<file path="src/logic/ccg_regs.svh">
`ifndef CCG_REGS_SVH
`define CCG_REGS_SVH

// ----------------------------------------------------------------------------
// Datapath widths
// ----------------------------------------------------------------------------
`define CCG_DATA_W 36
`define CCG_STATE_W 8

// ----------------------------------------------------------------------------
// Bit positions inside the accumulator result
// ----------------------------------------------------------------------------
`define CCG_ACC_MSB 35
`define CCG_ACC_LSB 0
`define CCG_UPPER_MSB 31
`define CCG_UPPER_LSB 16
`define CCG_SHORT_MSB 15
`define CCG_SHORT_LSB 0
`define CCG_EXT_CHK_LSB 31
`define CCG_NORM_HI 31
`define CCG_NORM_LO 30

// ----------------------------------------------------------------------------
// Reset values
// ----------------------------------------------------------------------------
`define CCG_STATE_RST 8'h00

`endif

</file>
<file path="src/logic/ccg_pkg.sv">
package ccg_pkg;

  // --------------------------------------------------------------------------
  // Instruction classes seen by the flag logic
  // --------------------------------------------------------------------------
  typedef enum logic [2:0] {
    CCG_OP_NONE        = 3'h0,
    CCG_OP_ARITH       = 3'h1,
    CCG_OP_WORD_INCDEC = 3'h2,
    CCG_OP_LOGICAL     = 3'h3,
    CCG_OP_BITFIELD    = 3'h4,
    CCG_OP_CLEAR       = 3'h5,
    CCG_OP_ACC_TEST    = 3'h6,
    CCG_OP_SHORT_TEST  = 3'h7
  } ccg_op_class_t;

  // --------------------------------------------------------------------------
  // Destination kind
  // --------------------------------------------------------------------------
  typedef enum logic [0:0] {
    CCG_DEST_SHORT = 1'h0,
    CCG_DEST_ACC   = 1'h1
  } ccg_dest_t;

  // --------------------------------------------------------------------------
  // Registered state of the generator
  // --------------------------------------------------------------------------
  typedef struct packed {
    logic lim;
    logic ext;
    logic unnorm;
    logic neg;
    logic zero;
    logic ovf;
    logic carry;
    logic done;
  } ccg_state_t;

endpackage

</file>
<file path="src/logic/ccg_width_flags.sv">
`timescale 1ns/10ps
`include "ccg_regs.svh"

// Flags of one result slice: sign, zero, carry or borrow out, overflow
module ccg_width_flags #(
  parameter int unsigned MSB = 35,
  parameter int unsigned LSB = 0
) (
  input wire logic [`CCG_DATA_W-1:0] i_op_a,
  input wire logic [`CCG_DATA_W-1:0] i_op_b,
  input wire logic [`CCG_DATA_W-1:0] i_result,
  input wire logic i_sub,
  output logic o_neg,
  output logic o_zero,
  output logic o_carry,
  output logic o_ovf
);

  logic a;
  logic b;
  logic r;

  assign a = i_op_a[MSB];
  assign b = i_op_b[MSB];
  assign r = i_result[MSB];
  assign o_neg = r;
  assign o_zero = ~|i_result[MSB:LSB];
  // Carry out of the top bit is recovered from a, b and the sum bit
  assign o_carry = i_sub ? ((~a & b) | ((~a | b) & r)) : ((a & b) | ((a | b) & ~r));
  assign o_ovf = i_sub ? ((a ^ b) & (a ^ r)) : ((a ^ r) & (b ^ r));

endmodule

</file>
<file path="src/logic/ccg_ext_check.sv">
`timescale 1ns/10ps
`include "ccg_regs.svh"

// Extension-in-use and unnormalized detection on the full result
module ccg_ext_check (
  input wire logic [`CCG_DATA_W-1:0] i_result,
  output logic o_ext_in_use,
  output logic o_unnorm
);

  logic [`CCG_ACC_MSB-`CCG_EXT_CHK_LSB:0] top_bits;

  assign top_bits = i_result[`CCG_ACC_MSB:`CCG_EXT_CHK_LSB];
  // Any disagreement among the top five bits means the extension holds data
  assign o_ext_in_use = ~((&top_bits) | (~|top_bits));
  // Unnormalized when the two bits below the binary point agree
  assign o_unnorm = ~(i_result[`CCG_NORM_HI] ^ i_result[`CCG_NORM_LO]);

endmodule

</file>
<file path="src/logic/ccg_top.sv">
`timescale 1ns/10ps
`include "ccg_regs.svh"

// Behaviour
// - Extension and unnormalized flags ignore destination width and mode; limit follows the overflow width.
// - Arithmetic sets limit on overflow or on parallel-move limiting.
// - Extension flag set when accumulator bits 35 to 31 disagree.
// - Mode clear, full accumulator: negative from bit 35; saturation sets overflow, clears negative.
// - Mode clear, full accumulator: zero only when bits 35 to 0 are zero.
// - Mode clear, full accumulator: overflow at 36 bits, carry out of bit 35.
// - Mode set, full accumulator: ignore extension, negative bit 31, zero bits 31-0.
// - Mode set, full accumulator: overflow at 32 bits, carry out of bit 31.
// - Word inc/dec, mode clear: flags from bits 35-16, overflow at 20 bits.
// - Word inc/dec, mode set: flags from bits 31-16, overflow at 16 bits.
// - Short destination arithmetic: flags from bits 15-0, mode ignored.
// - Logical to short register: negative bit 15, zero 15-0, overflow clear.
// - Logical to accumulator: negative bit 31, zero 31-16, overflow clear.
// - Bit-field operations change only carry and limit.
// - Clear updates flags only for an accumulator target.
// - Accumulator test clears overflow and carry, limit only from move limiting.
// - Short value test: limit on limited read, sign bit 15, zero, clears V and C.
module ccg_top (
  input wire logic i_core_clk,
  input wire logic i_rst,
  input wire logic i_valid,
  input wire ccg_pkg::ccg_op_class_t i_op_class,
  input wire ccg_pkg::ccg_dest_t i_dest,
  input wire logic i_ignore_extension_mode_bit,
  input wire logic [`CCG_DATA_W-1:0] i_op_a,
  input wire logic [`CCG_DATA_W-1:0] i_op_b,
  input wire logic [`CCG_DATA_W-1:0] i_result,
  input wire logic i_sub,
  input wire logic i_saturated,
  input wire logic i_move_limited,
  input wire logic i_read_limited,
  input wire logic i_logic_carry,
  input wire logic i_bitfield_carry,
  output logic o_flag_lim,
  output logic o_flag_ext,
  output logic o_flag_unnorm,
  output logic o_flag_neg,
  output logic o_flag_zero,
  output logic o_flag_ovf,
  output logic o_flag_carry,
  output logic o_update_done
);

  // --------------------------------------------------------------------------
  // Slice flag generators
  // --------------------------------------------------------------------------
  logic f36_neg;
  logic f36_zero;
  logic f36_carry;
  logic f36_ovf;
  logic f32_neg;
  logic f32_zero;
  logic f32_carry;
  logic f32_ovf;
  logic f20_neg;
  logic f20_zero;
  logic f20_carry;
  logic f20_ovf;
  logic f16u_neg;
  logic f16u_zero;
  logic f16u_carry;
  logic f16u_ovf;
  logic f16_neg;
  logic f16_zero;
  logic f16_carry;
  logic f16_ovf;
  logic ext_in_use;
  logic unnorm;
  logic mode_set;
  logic is_acc;

  assign mode_set = i_ignore_extension_mode_bit;
  assign is_acc = (i_dest == ccg_pkg::CCG_DEST_ACC);

  ccg_width_flags #(.MSB(`CCG_ACC_MSB), .LSB(`CCG_ACC_LSB)) u_full36 (
    .i_op_a(i_op_a),
    .i_op_b(i_op_b),
    .i_result(i_result),
    .i_sub(i_sub),
    .o_neg(f36_neg),
    .o_zero(f36_zero),
    .o_carry(f36_carry),
    .o_ovf(f36_ovf)
  );

  ccg_width_flags #(.MSB(`CCG_UPPER_MSB), .LSB(`CCG_ACC_LSB)) u_full32 (
    .i_op_a(i_op_a),
    .i_op_b(i_op_b),
    .i_result(i_result),
    .i_sub(i_sub),
    .o_neg(f32_neg),
    .o_zero(f32_zero),
    .o_carry(f32_carry),
    .o_ovf(f32_ovf)
  );

  ccg_width_flags #(.MSB(`CCG_ACC_MSB), .LSB(`CCG_UPPER_LSB)) u_upper20 (
    .i_op_a(i_op_a),
    .i_op_b(i_op_b),
    .i_result(i_result),
    .i_sub(i_sub),
    .o_neg(f20_neg),
    .o_zero(f20_zero),
    .o_carry(f20_carry),
    .o_ovf(f20_ovf)
  );

  ccg_width_flags #(.MSB(`CCG_UPPER_MSB), .LSB(`CCG_UPPER_LSB)) u_upper16 (
    .i_op_a(i_op_a),
    .i_op_b(i_op_b),
    .i_result(i_result),
    .i_sub(i_sub),
    .o_neg(f16u_neg),
    .o_zero(f16u_zero),
    .o_carry(f16u_carry),
    .o_ovf(f16u_ovf)
  );

  ccg_width_flags #(.MSB(`CCG_SHORT_MSB), .LSB(`CCG_SHORT_LSB)) u_short16 (
    .i_op_a(i_op_a),
    .i_op_b(i_op_b),
    .i_result(i_result),
    .i_sub(i_sub),
    .o_neg(f16_neg),
    .o_zero(f16_zero),
    .o_carry(f16_carry),
    .o_ovf(f16_ovf)
  );

  // Same detector for every class and mode
  ccg_ext_check u_ext (
    .i_result(i_result),
    .o_ext_in_use(ext_in_use),
    .o_unnorm(unnorm)
  );

  // --------------------------------------------------------------------------
  // Flag selection
  // --------------------------------------------------------------------------
  ccg_pkg::ccg_state_t state_q;
  ccg_pkg::ccg_state_t state_d;

  always_comb begin
    state_d = state_q;
    state_d.done = 1'b0;
    if (i_valid) begin
      case (i_op_class)
        ccg_pkg::CCG_OP_ARITH, ccg_pkg::CCG_OP_WORD_INCDEC: begin
          state_d.done = 1'b1;
          state_d.ext = ext_in_use;
          state_d.unnorm = unnorm;
          if (!is_acc) begin
            state_d.neg = f16_neg;
            state_d.zero = f16_zero;
            state_d.ovf = f16_ovf;
            state_d.carry = f16_carry;
          end else if (i_op_class == ccg_pkg::CCG_OP_ARITH) begin
            if (!mode_set) begin
              state_d.neg = f36_neg & ~i_saturated;
              state_d.zero = f36_zero;
              state_d.ovf = f36_ovf | i_saturated;
              state_d.carry = f36_carry;
            end else begin
              state_d.neg = f32_neg;
              state_d.zero = f32_zero;
              state_d.ovf = f32_ovf;
              state_d.carry = f32_carry;
            end
          end else begin
            if (!mode_set) begin
              state_d.neg = f20_neg & ~i_saturated;
              state_d.zero = f20_zero;
              state_d.ovf = f20_ovf | i_saturated;
              state_d.carry = f20_carry;
            end else begin
              state_d.neg = f16u_neg;
              state_d.zero = f16u_zero;
              state_d.ovf = f16u_ovf;
              state_d.carry = f16u_carry;
            end
          end
          state_d.lim = state_d.ovf | i_move_limited;
        end
        ccg_pkg::CCG_OP_LOGICAL: begin
          state_d.done = 1'b1;
          state_d.ext = ext_in_use;
          state_d.unnorm = unnorm;
          state_d.ovf = 1'b0;
          state_d.carry = i_logic_carry;
          state_d.lim = i_move_limited;
          if (is_acc) begin
            state_d.neg = f16u_neg;
            state_d.zero = f16u_zero;
          end else begin
            state_d.neg = f16_neg;
            state_d.zero = f16_zero;
          end
        end
        ccg_pkg::CCG_OP_BITFIELD: begin
          // Only carry and limit move
          state_d.done = 1'b1;
          state_d.carry = i_bitfield_carry;
          state_d.lim = i_move_limited;
        end
        ccg_pkg::CCG_OP_CLEAR: begin
          // Flags of a cleared accumulator; other targets keep all flags
          if (is_acc) begin
            state_d.done = 1'b1;
            state_d.ext = ext_in_use;
            state_d.unnorm = unnorm;
            state_d.neg = mode_set ? f32_neg : f36_neg;
            state_d.zero = mode_set ? f32_zero : f36_zero;
            state_d.ovf = 1'b0;
            state_d.carry = 1'b0;
            state_d.lim = i_move_limited;
          end
        end
        ccg_pkg::CCG_OP_ACC_TEST: begin
          state_d.done = 1'b1;
          state_d.ext = ext_in_use;
          state_d.unnorm = unnorm;
          state_d.neg = mode_set ? f32_neg : f36_neg;
          state_d.zero = mode_set ? f32_zero : f36_zero;
          state_d.ovf = 1'b0;
          state_d.carry = 1'b0;
          state_d.lim = i_move_limited;
        end
        ccg_pkg::CCG_OP_SHORT_TEST: begin
          state_d.done = 1'b1;
          state_d.neg = f16_neg;
          state_d.zero = f16_zero;
          state_d.ovf = 1'b0;
          state_d.carry = 1'b0;
          state_d.lim = i_read_limited;
        end
        default: begin
          state_d.done = 1'b0;
        end
      endcase
    end
  end

  always_ff @(posedge i_core_clk) begin
    if (i_rst) begin
      state_q <= ccg_pkg::ccg_state_t'(`CCG_STATE_RST);
    end else begin
      state_q <= state_d;
    end
  end

  // --------------------------------------------------------------------------
  // Outputs
  // --------------------------------------------------------------------------
  assign o_flag_lim = state_q.lim;
  assign o_flag_ext = state_q.ext;
  assign o_flag_unnorm = state_q.unnorm;
  assign o_flag_neg = state_q.neg;
  assign o_flag_zero = state_q.zero;
  assign o_flag_ovf = state_q.ovf;
  assign o_flag_carry = state_q.carry;
  assign o_update_done = state_q.done;

  logic [32:0] ref_add32;
  logic arith_full;
  logic arith_acc;

  assign ref_add32 = {1'b0, i_op_a[31:0]} + {1'b0, i_op_b[31:0]};
  assign arith_acc = i_valid && is_acc && (i_op_class == ccg_pkg::CCG_OP_ARITH);
  assign arith_full = arith_acc && !mode_set;
endmodule

</file>
<file path="config.mk">
export PLATFORM = sky130hd
export DESIGN_NAME = ccg_top
export DESIGN_NICKNAME = d
export VERILOG_FILES = /design/src/logic/ccg_pkg.sv /design/src/logic/ccg_width_flags.sv /design/src/logic/ccg_ext_check.sv /design/src/logic/ccg_top.sv
export VERILOG_INCLUDE_DIRS = /design/src /design/src/logic
export SDC_FILE = /design/constraint.sdc
export NUM_CORES = 1
export LEC_CHECK = 0
export BUFFER_PORTS_ARGS = -buffer_cell sky130_fd_sc_hd__buf_2
export CORE_MARGIN = 8
export CORE_UTILIZATION = 33
export CTS_BUF_LIST = sky130_fd_sc_hd__clkbuf_4
export CTS_CLUSTER_SIZE = 24
export DETAILED_ROUTE_END_ITERATION = 10
export PLACE_DENSITY = 0.83
export SLEW_MARGIN = 0
export SYNTH_ARGS = -nofsm -noshare
export SYNTH_HDL_FRONTEND = slang
export SYNTH_SLANG_ARGS = --single-unit
</file>
<file path="constraint.sdc">
create_clock -name i_core_clk -period 1.9 [get_ports i_core_clk]
set_input_delay 0.285 -clock i_core_clk [delete_from_list [all_inputs] [get_ports i_core_clk]]
set_output_delay 0.285 -clock i_core_clk [all_outputs]
set_load 0.005 [all_outputs]
</file>
Word level (Yosys, flattened, before mapping):

Cells that the tools add are included.

* $add $sub $neg: 0
* $mul: 0
* divide/modulo/power cells: 0
* magnitude comparators: 0
* equality and inequality tests: 8
* shift operators: 0
* muxes and demuxes: 21
* bitwise gates (word level): 54
* reductions and logical operators: 27

Operators by type and width (count)
* $reduce_or 36->1: 1
* $reduce_or 16->1: 2
* $reduce_or 32->1: 1
* $mux 4: 6
* $reduce_or 20->1: 1
* $and 1x1->1: 19
* $or 1x1->1: 15
* $pmux 3 s5: 1
* $eq 3x3->1 const B: 4
* $reduce_and 3->1: 4
* $not 1->1: 10
* $reduce_bool 5->1: 2
* $xor 1x1->1: 10
* $mux 1: 8
* $mux 8: 1
* $eq 3x2->1 const B: 2
* $logic_not 1->1: 6
* $reduce_or 2->1: 3
* $reduce_or 6->1: 1
* $pmux 1 s5: 1
* $reduce_and 5->1: 1
* $reduce_or 5->1: 1
* $pmux 1 s4: 1
* $pmux 2 s2: 1
* 8 further kinds: 8

* register bits after elaboration: 8
* bits in latches: 0
* RAM bits: 0
* bits in read-only memories: 0
* bits of input ports: 122
* memories: 0

Depth between registers and ports, before layout:

Gate-level depths: netlist of the first run.

* word-level depth: 12
* depth in mapped cells: 8

By module:

From an unflattened synthesis of the first run, not the netlist that was laid out.

* cells, all modules: 202
* area, all modules: 1401.3 um^2

Modules (own cells, without submodules)
* ccg_top: times used 1, cells each 106, area an instance 762.0 um^2, seq. area each 160.2 um^2
* ccg_width_flags (u_short16 ...): times used 2, cells each 15, area an instance 101.3 um^2, seq. area each 0.0 um^2
* ccg_width_flags (u_full36): times used 1, cells each 23, area an instance 147.6 um^2, seq. area each 0.0 um^2
* ccg_width_flags (u_full32): times used 1, cells each 21, area an instance 140.1 um^2, seq. area each 0.0 um^2
* ccg_width_flags (u_upper20): times used 1, cells each 18, area an instance 108.9 um^2, seq. area each 0.0 um^2
* ccg_ext_check: times used 1, cells each 4, area an instance 40.0 um^2, seq. area each 0.0 um^2

Worst setup path before layout of the first run:

OpenSTA, ideal clock, no wires.

* path type: input port to flip-flop
* start point: in i_result[31]
* end point: reg state_q, in the netlist o_flag_zero
* setup time: 0.074 ns
* arrival time: 1.465 ns
* setup slack: 0.361 ns
* stages on the path: 8
* buffers on the path: 1
* cells stage by stage: clkbuf_1 > inv_1 > ha_1 > nor4b_1 > nand4_1 > o211ai_1 > a41oi_1 > o21ai_0

* longest elaborated chain between the ends: 8
* elaborated cells on any way between the ends: 18
* those cells by class: mux: 10; reduce/logical: 8

RTL lines
* from (decl): RTL line ccg_top.sv:31 `` input wire logic [`CCG_DATA_W-1:0] i_result, ``
* $reduce_or 36->1 (tied with other cells): RTL line ccg_width_flags.sv:27 `assign o_zero = ~|i_result[MSB:LSB];`
* $logic_not 1->1: RTL line ccg_width_flags.sv:27
* $mux 4, on equally long branches: RTL line ccg_top.sv:162, ccg_top.sv:174
* $mux 4: RTL line ccg_top.sv:161 `end else if (i_op_class == ccg_pkg::CCG_OP_ARITH) begin`
* $mux 4: RTL line ccg_top.sv:156 `if (!is_acc) begin`
* $mux 4: RTL line ccg_top.sv:151 `case (i_op_class)`
* $mux 4: RTL line ccg_top.sv:150 `if (i_valid) begin`
* $pmux 3 s5 *: RTL line ccg_top.sv:151
* to (signal assigned): RTL line ccg_top.sv:249 `` state_q <= ccg_pkg::ccg_state_t'(`CCG_STATE_RST); ``
* to (signal assigned): RTL line ccg_top.sv:251 `state_q <= state_d;`
* to (decl): RTL line ccg_top.sv:144 `ccg_pkg::ccg_state_t state_q;`

Every way passes the cells marked *; elsewhere a longest branch is shown, timed or not. The select of a mux whose other input is x is not followed.
A chain may end at the register's enable or synchronous reset.

Worst setup path in the final report of the first run:

* start point: in i_op_class[2]
* end point: reg state_q, in the netlist o_flag_neg

* longest elaborated chain between the ends: 6
* elaborated cells on any way between the ends: 15
* those cells by class: eq/ne: 7; mux: 5; reduce/logical: 3

RTL lines
* from (decl): RTL line ccg_top.sv:26 `input wire ccg_pkg::ccg_op_class_t i_op_class,`
* $eq 3x1->1: RTL line ccg_top.sv:151, ccg_top.sv:161
* $mux 4: RTL line ccg_top.sv:161
* $mux 4: RTL line ccg_top.sv:156
* $mux 4: RTL line ccg_top.sv:151
* $mux 4: RTL line ccg_top.sv:150
* $pmux 3 s5: RTL line ccg_top.sv:151

Parallel ways exist; a longest one is shown, timed or not. The select of a mux whose other input is x is not followed.

==> summary.txt, run 1 <==
Clock tree
  • H-tree lvl count: 1
  • Clock Latency Late Sink: 0.25 ns
  • CTS tree: built
  • # clock sinks: 8
  • Clk slew on worst S/H paths: 0.05 ns
  • # resized after CTS: 0
  • Post-cts hold buffer count: 0
  • CTS Buffer Depth: 2
  • Clock root cell: clkbuf_4
  • Post-CTS setup buffers: 0
  • Cts bufs inserted: 3

Critical path
  • Crit end category: flop
  • CP max FO: 18
  • Crit-path max cell delay: 0.40 ns
  • Critical R2R Launch: o_flag_zero
  • CP Launch Type: primary input
  • RR Endpoint: o_flag_zero
  • Data required, critical path: 2.02 ns
  • Setup CP Type: primary input to flop
  • Crit path DAT: 1.53 ns
  • Worst r2r path cells: 3
  • Worst R2R Setup Slack: 1.16 ns
  • Most used cell, CP: o21a_1
  • Critical-path top delay cell: o311ai_0
  • Cell Chain, Critical Path: buf_2 -> and2_1 -> o21a_1 -> o21a_1 -> o311ai_0 -> a21oi_1

Logic synthesis
  • Post-synthesis sequential area ratio: 0.159
  • Adder-Cell Fraction of Synth Area: 0.0124
  • Async set or reset register ratio after synthesis: 0
  • Top FF cell, synth: dfxtp_1
  • Netlist cell types: 45
  • Mean post-synth cell area: 7.20 um2
  • Compound-Gate Fraction of Synth Area: 0.295
  • Post-Syn Instances: 140
  • Mux cell area share after synthesis: 0.110
  • Area of the mapped netlist: 1010 um2
  • Synthesized Nets: 263
  • Flop and latch count out of synthesis: 8
  • Post-Synth Simple-Gate Area: 0.318
  • Number of synthesized flops with an enable pin: 0
  • Syn. warnings: 0
  • Synth Area in XOR/XNOR: 0.0261
  • Main combinational cell family by area after synthesis: simple AND/OR/NAND/NOR gates

Min path
  • Hold Path Sink: o_flag_ovf
  • Hold Startpoint: i_rst
  • Hold Path Stages: 2
  • Hold Path Class: primary input to flop

Finish
  • Most common cell after layout, fill and taps aside: buf_2
  • Layout Nets: 322
  • Most frequent cells in the layout: 63 x buf_2, 12 x nor2_1, 12 x nand2_1
  • Ant diodes: 0
  • Area delta synth->final: 33.0%
  • Fraction of layout cells with a size suffix above 1: 0.371
  • Design area: 1340 um2

Pwr
  • Lkg Pwr: 0.630 nW
  • Combinational Power Share: 0.428
  • Clk pwr share: 0.234
  • Power per cell area: 404 nW/um2
  • Reg power frac: 0.339
  • Sw Pwr: 0.175 mW
  • Sw Ratio: 0.324
  • Int Pwr: 0.366 mW
  • Peak supply drop: 224 uV

Die
  • Initial Utilization: 0.339
  • Die Y: 71.3 um
  • Die X: 71.3 um
  • Die ar.: 5080 um2
  • Ports: 130
  • Row cnt: 20
  • Core Area: 2980 um2

Placement
  • Post-Place Cell Area: 1320 um2
  • Gpl congestion: 0.888
  • # port buffers: 63
  • DPL Wire Length: 2650 um

Timing
  • Min cycle time layout: 1.41 ns
  • Max Clock Skew: 0 ns
  • Pins over their slew limit: 0
  • Fmax: 0.708 GHz
  • Tcrit/Tclk final: 0.743
  • Post-Route Setup TNS: 0 ns
  • Rel. slew slack: 0.720
  • Pin slew with the least headroom to its limit: 0.417 ns
  • Final-report hold violation count: 0
  • Unrepaired setup endpoints after global routing: false
  • Final setup viols: 0

Global route
  • Initial antenna violation count: 0
  • Largest net degree at the start of global routing: 19
  • Vias in the first global route: 1272
  • Total grt overflow: 0
  • All-Layer GR Usage: 0.118
  • First-pass GRT wire length: 5090 um

Detailed routing
  • Routed wire length: 3090 um
  • DRC violations left: 0
  • Drt first pass iters: 4
  • Routed Antenna Nets: 0
  • Via count: 1270
  • Drt wl/cell: 13.4 um
  • Initial drt markers: 24
  • Vias/cell: 5.52

Run status
  • Status: complete, no violations

Job
  • Max-cap violation count: 0
kinds of logic after synthesis:
logic type / count (synthesis)
and+or+nand+nor: 59
AOI/OAI and AO/OA: 42
buffers and inverters: 16
muxes: 11
DFF: 8
xor gates and xnor gates: 3
adders and majority gates: 1
power by group through the flow:
stage	Combinational [mW]	Clock (mW)	Sequential, mW
after detailed placement	0.232	0	0.187
after global placement	0.228	0	0.187
after CTS	0.233	0.132	0.184
after floorplan	0.139	0	0.189
after global routing	0.260	0.144	0.185
final	0.232	0.127	0.184
flip-flops by register name, indices dropped and copies added, names as in the netlist:
| register | cells |
|---|---|
| o_flag_ext | 1 |
| o_flag_neg | 1 |
| o_flag_zero | 1 |
| o_flag_lim | 1 |
| o_flag_ovf | 1 |
| o_flag_unnorm | 1 |
| o_update_done | 1 |
| o_flag_carry | 1 |
layout make-up:
cell class / instances / area [um2]
Inverter: 5 / 18.8
Clock buffer: 3 / 22.5
Multi-Input combinational cell: 116 / 768
Timing Repair Buffer: 65 / 330
Sequential cell: 8 / 160
Tap cell: 33 / 41.3
Fill cell: 326 / 1640
synth_stat cells (3+ instances only):
cell      instances  share of area
a211o_1           3          0.026
a211oi_1          3          0.022
a21oi_1           8          0.040
buf_2             4          0.020
clkbuf_1          3          0.011
dfxtp_1           8           0.16
inv_1             5          0.019
mux2i_1          10          0.099
nand2_1          12          0.045
nand2b_1          3          0.019
nor2_1           12          0.045
nor2b_1           5          0.031
nor3b_1           4          0.030
nor4_1            8          0.050
o211ai_1          4          0.030
o21a_1            4          0.030
o21ai_0           7          0.035
layer usage:
layer	share of wire	global-route usage	vias up	routed length [um]
li1	-	-	644	-
met1	0.45	0.132	564	1390
met2	0.44	0.202	62	1360
met3	0.11	0.0572	0	338
met4	0	0.0139	0	0
met5	0	0	-	0
worst max path at each step:
stage | endpoint | startpoint | cells after the start
floorplan | o_flag_zero | i_result[31] | 8
global placement | o_flag_neg | i_op_class[2] | 6
detailed placement | o_flag_neg | i_op_class[2] | 6
CTS | o_flag_zero | i_result[31] | 8
global route | o_flag_zero | i_result[31] | 8
finish | o_flag_neg | i_op_class[2] | 6
metrics by stage:
stage | util | hold WS, ns | setup slack [ns] | cells | power, mW
2_1_floorplan | - | 0.448 | 0.361 | 140 | 0.328
3_3_place_gp | 0.443 | 0.438 | 0.230 | 227 | 0.415
3_5_place_dp | 0.443 | 0.445 | 0.242 | 227 | 0.419
4_1_cts | 0.450 | 0.308 | 0.501 | 230 | 0.550
5_1_grt | 0.450 | 0.304 | 0.345 | 230 | 0.589
6_report | 0.450 | 0.317 | 0.488 | 230 | 0.542
worst max-delay path, delay by kind of cell:
kind,cells,cell delay (ns)
AOI/OAI and AO/OA,4,0.85
buffers and inverters,1,0.20
and+or+nand+nor,1,0.20
No activity file was read; power rests on OpenSTA's default activity.
==> inputs of run 2 (changes only) <==
==> constraint.sdc (replaced) <==
create_clock -name i_core_clk -period 1.4 [get_ports i_core_clk]
set_input_delay 0.21 -clock i_core_clk [delete_from_list [all_inputs] [get_ports i_core_clk]]
set_output_delay 0.21 -clock i_core_clk [all_outputs]
set_load 0.005 [all_outputs]
==> run 2 against run 1 <==
  * First-iteration DRC count increased by 96%
  * Clock power increased by 31%
  * Global-route usage increased by 1.0 points
  * Combinational power increased by 58%
  * Register-to-register slack got worse by 0.52 ns
  * Sequential share of layout area decreased by 1.3 points
  * Power increased by 44%
  * Largest cell class unchanged
  * Highest routed layer is now met4
==> summary.txt, run 2 (same netlist as run 1, synthesis figures left out) <==
Timing
  • Pins over their slew limit: 0 (unchanged)
  • Final-report hold violation count: 0 (unchanged)
  • Max Clock Skew: 0 ns (unchanged)
  • Pin slew with the least headroom to its limit: 0.424 ns (+0.00633 ns)
  • Setup ws final: 0.120 ns (-0.368 ns)
  • Rel. slew slack: 0.714 (-0.00566)
  • Fmax: 0.781 GHz
  • Hold WS: 0.240 ns (-0.0766 ns)
  • Tcrit/Tclk final: 0.915
  • Final setup viols: 0 (unchanged)
  • Min cycle time layout: 1.28 ns

Critical path
  • CP Launch Type: primary input
  • Data required, critical path: 1.58 ns (-0.44 ns)
  • RR Endpoint: o_flag_zero
  • CP max FO: 4 (-14)
  • Worst r2r path cells: 3 (unchanged)
  • Worst R2R Setup Slack: 0.64 ns (-0.52 ns)
  • Crit path DAT: 1.46 ns (-0.07 ns)
  • Setup CP Type: primary input to flop
  • Critical R2R Launch: o_flag_zero
  • Crit end category: flop

Finish
  • Ant diodes: 0 (unchanged)
  • Area delta synth->final: 49.9%
  • Layout Nets: 341 (+5.9%)
  • Non-filler cells, final: 249 (+8.3%)
  • Most common cell after layout, fill and taps aside: buf_2
  • Most frequent cells in the layout: 63 x buf_2, 20 x buf_4, 12 x nor2_1, 12 x nand2_1, 10 x mux2i_1
  • Fraction of layout cells with a size suffix above 1: 0.431 (+0.0600)

Global route
  • Vias in the first global route: 1377 (+8.3%)
  • Total grt overflow: 0 (unchanged)
  • All-Layer GR Usage: 0.129 (+0.0104)
  • Largest net degree at the start of global routing: 10 (-9)
  • Initial antenna violation count: 0 (unchanged)
  • First-pass GRT wire length: 5490 um (+7.9%)

Clock tree
  • Post-cts hold buffer count: 0 (unchanged)
  • H-tree lvl count: 1 (unchanged)
  • CTS Buffer Depth: 2 (unchanged)
  • Clock root cell: clkbuf_4
  • CTS tree: built
  • Clock Latency Late Sink: 0.24 ns (about the same)
  • Clk slew on worst S/H paths: 0.05 ns (about the same)
  • Cts bufs inserted: 3 (unchanged)
  • # clock sinks: 8 (unchanged)

Min path
  • Hold Path Class: primary input to flop
  • Hold Startpoint: i_rst
  • Hold Path Stages: 2 (unchanged)
  • Hold Path Sink: o_flag_neg

Detailed routing
  • Vias/cell: 5.36 (-2.9%)
  • DRC violations left: 0 (unchanged)
  • Routed Antenna Nets: 0 (unchanged)
  • Via count: 1335 (+5.1%)
  • Routed wire length: 3360 um (+8.9%)
  • Drt wl/cell: 13.5 um (+0.57%)
  • Drt first pass iters: 4 (unchanged)
  • Initial drt markers: 47 (+96%)

Run status
  • Status: complete, no violations

Die
  • Die Y: 71.3 um (unchanged)
  • Die ar.: 5080 um2 (unchanged)
  • Die X: 71.3 um (unchanged)
  • Core Area: 2980 um2 (unchanged)
  • Ports: 130 (unchanged)
  • Row cnt: 20 (unchanged)
  • Initial Utilization: 0.339 (unchanged)

Placement
  • Pre-CTS setup slack: -0.150 ns (-0.393 ns)
  • DPL Wire Length: 2950 um (+11%)
  • # port buffers: 63 (unchanged)
  • Cells after DPL: 245 (+7.9%)
  • Gpl congestion: 0.858 (-3.4%)

Pwr
  • Peak supply drop: 368 uV (+64%)
  • Power per cell area: 518 nW/um2 (+28%)
  • Lkg Pwr: 0.732 nW (+16%)

Job
  • Max-cap violation count: 0 (unchanged)
[run 2: cell count changes in the layout (fill, tap and decap cells not counted), sizes merged]
cell  before  now
buf       65   84
[run 2: stage by stage]
step,total power [mW],cell area [um2],TNS (ns),utilization
global placement,0.611,1470,-0.378,0.495
global route,0.842,1510,-0.0157,0.508
CTS,0.793,1500,0,0.502
detailed placement,0.618,1470,-0.435,0.495
finish,0.782,1510,0,0.508
floorplan,0.445,1020,0,-
[run 2: area by class of cell]
class / count / area, um2
Fill cell: 310 / 1470
Multi-Input combinational cell: 116 / 783
Timing Repair Buffer: 84 / 485
Sequential cell: 8 / 160
Tap cell: 33 / 41.3
Clock buffer: 3 / 22.5
Inverter: 5 / 18.8
[run 2: how the worst max path moves through the flow]
stage | from | slack [ns] | end | cells past startpoint
floorplan | i_result[31] | 0.02 | o_flag_zero | 8
global placement | i_op_class[0] | -0.15 | o_flag_neg | 6
detailed placement | i_op_class[0] | -0.15 | o_flag_neg | 6
CTS | i_op_class[0] | 0.11 | o_flag_neg | 6
global route | i_result[31] | -0.02 | o_flag_zero | 9
finish | i_result[31] | 0.12 | o_flag_zero | 9
[run 2: repair_timing]
action | CTS | global route
hold endpoints to repair | 0 | 0
setup buffers | 0 | 1
setup endpoints to repair | 0 | 1
resized for setup | 0 | 2
[run 2: where the power goes]
part | switching, mW | leakage (nW) | internal (mW)
clock network | 0.0688 | 0.0138 | 0.0974
logic | 0.172 | 0.652 | 0.195
registers | 0.00624 | 0.0657 | 0.243
total | 0.247 | 0.732 | 0.536
[run 2: per-layer routing]
metal  vias to the layer above  global-route usage  wire [um]
met5                         -                   0          0
met3                         4              0.0474        246
met4                         0              0.0300         38
met2                        49               0.233       1610
li1                        680                   -          -
met1                       602               0.137       1470
[run 2: worst max-delay path, stage by stage]
cell and delay, ns:
buf_2 0.11, inv_1 0.07, ha_1 0.14, nor4b_4 0.17
nand4_1 0.15, buf_4 0.18, a31oi_1 0.16, a41oi_1 0.12
o21ai_1 0.14
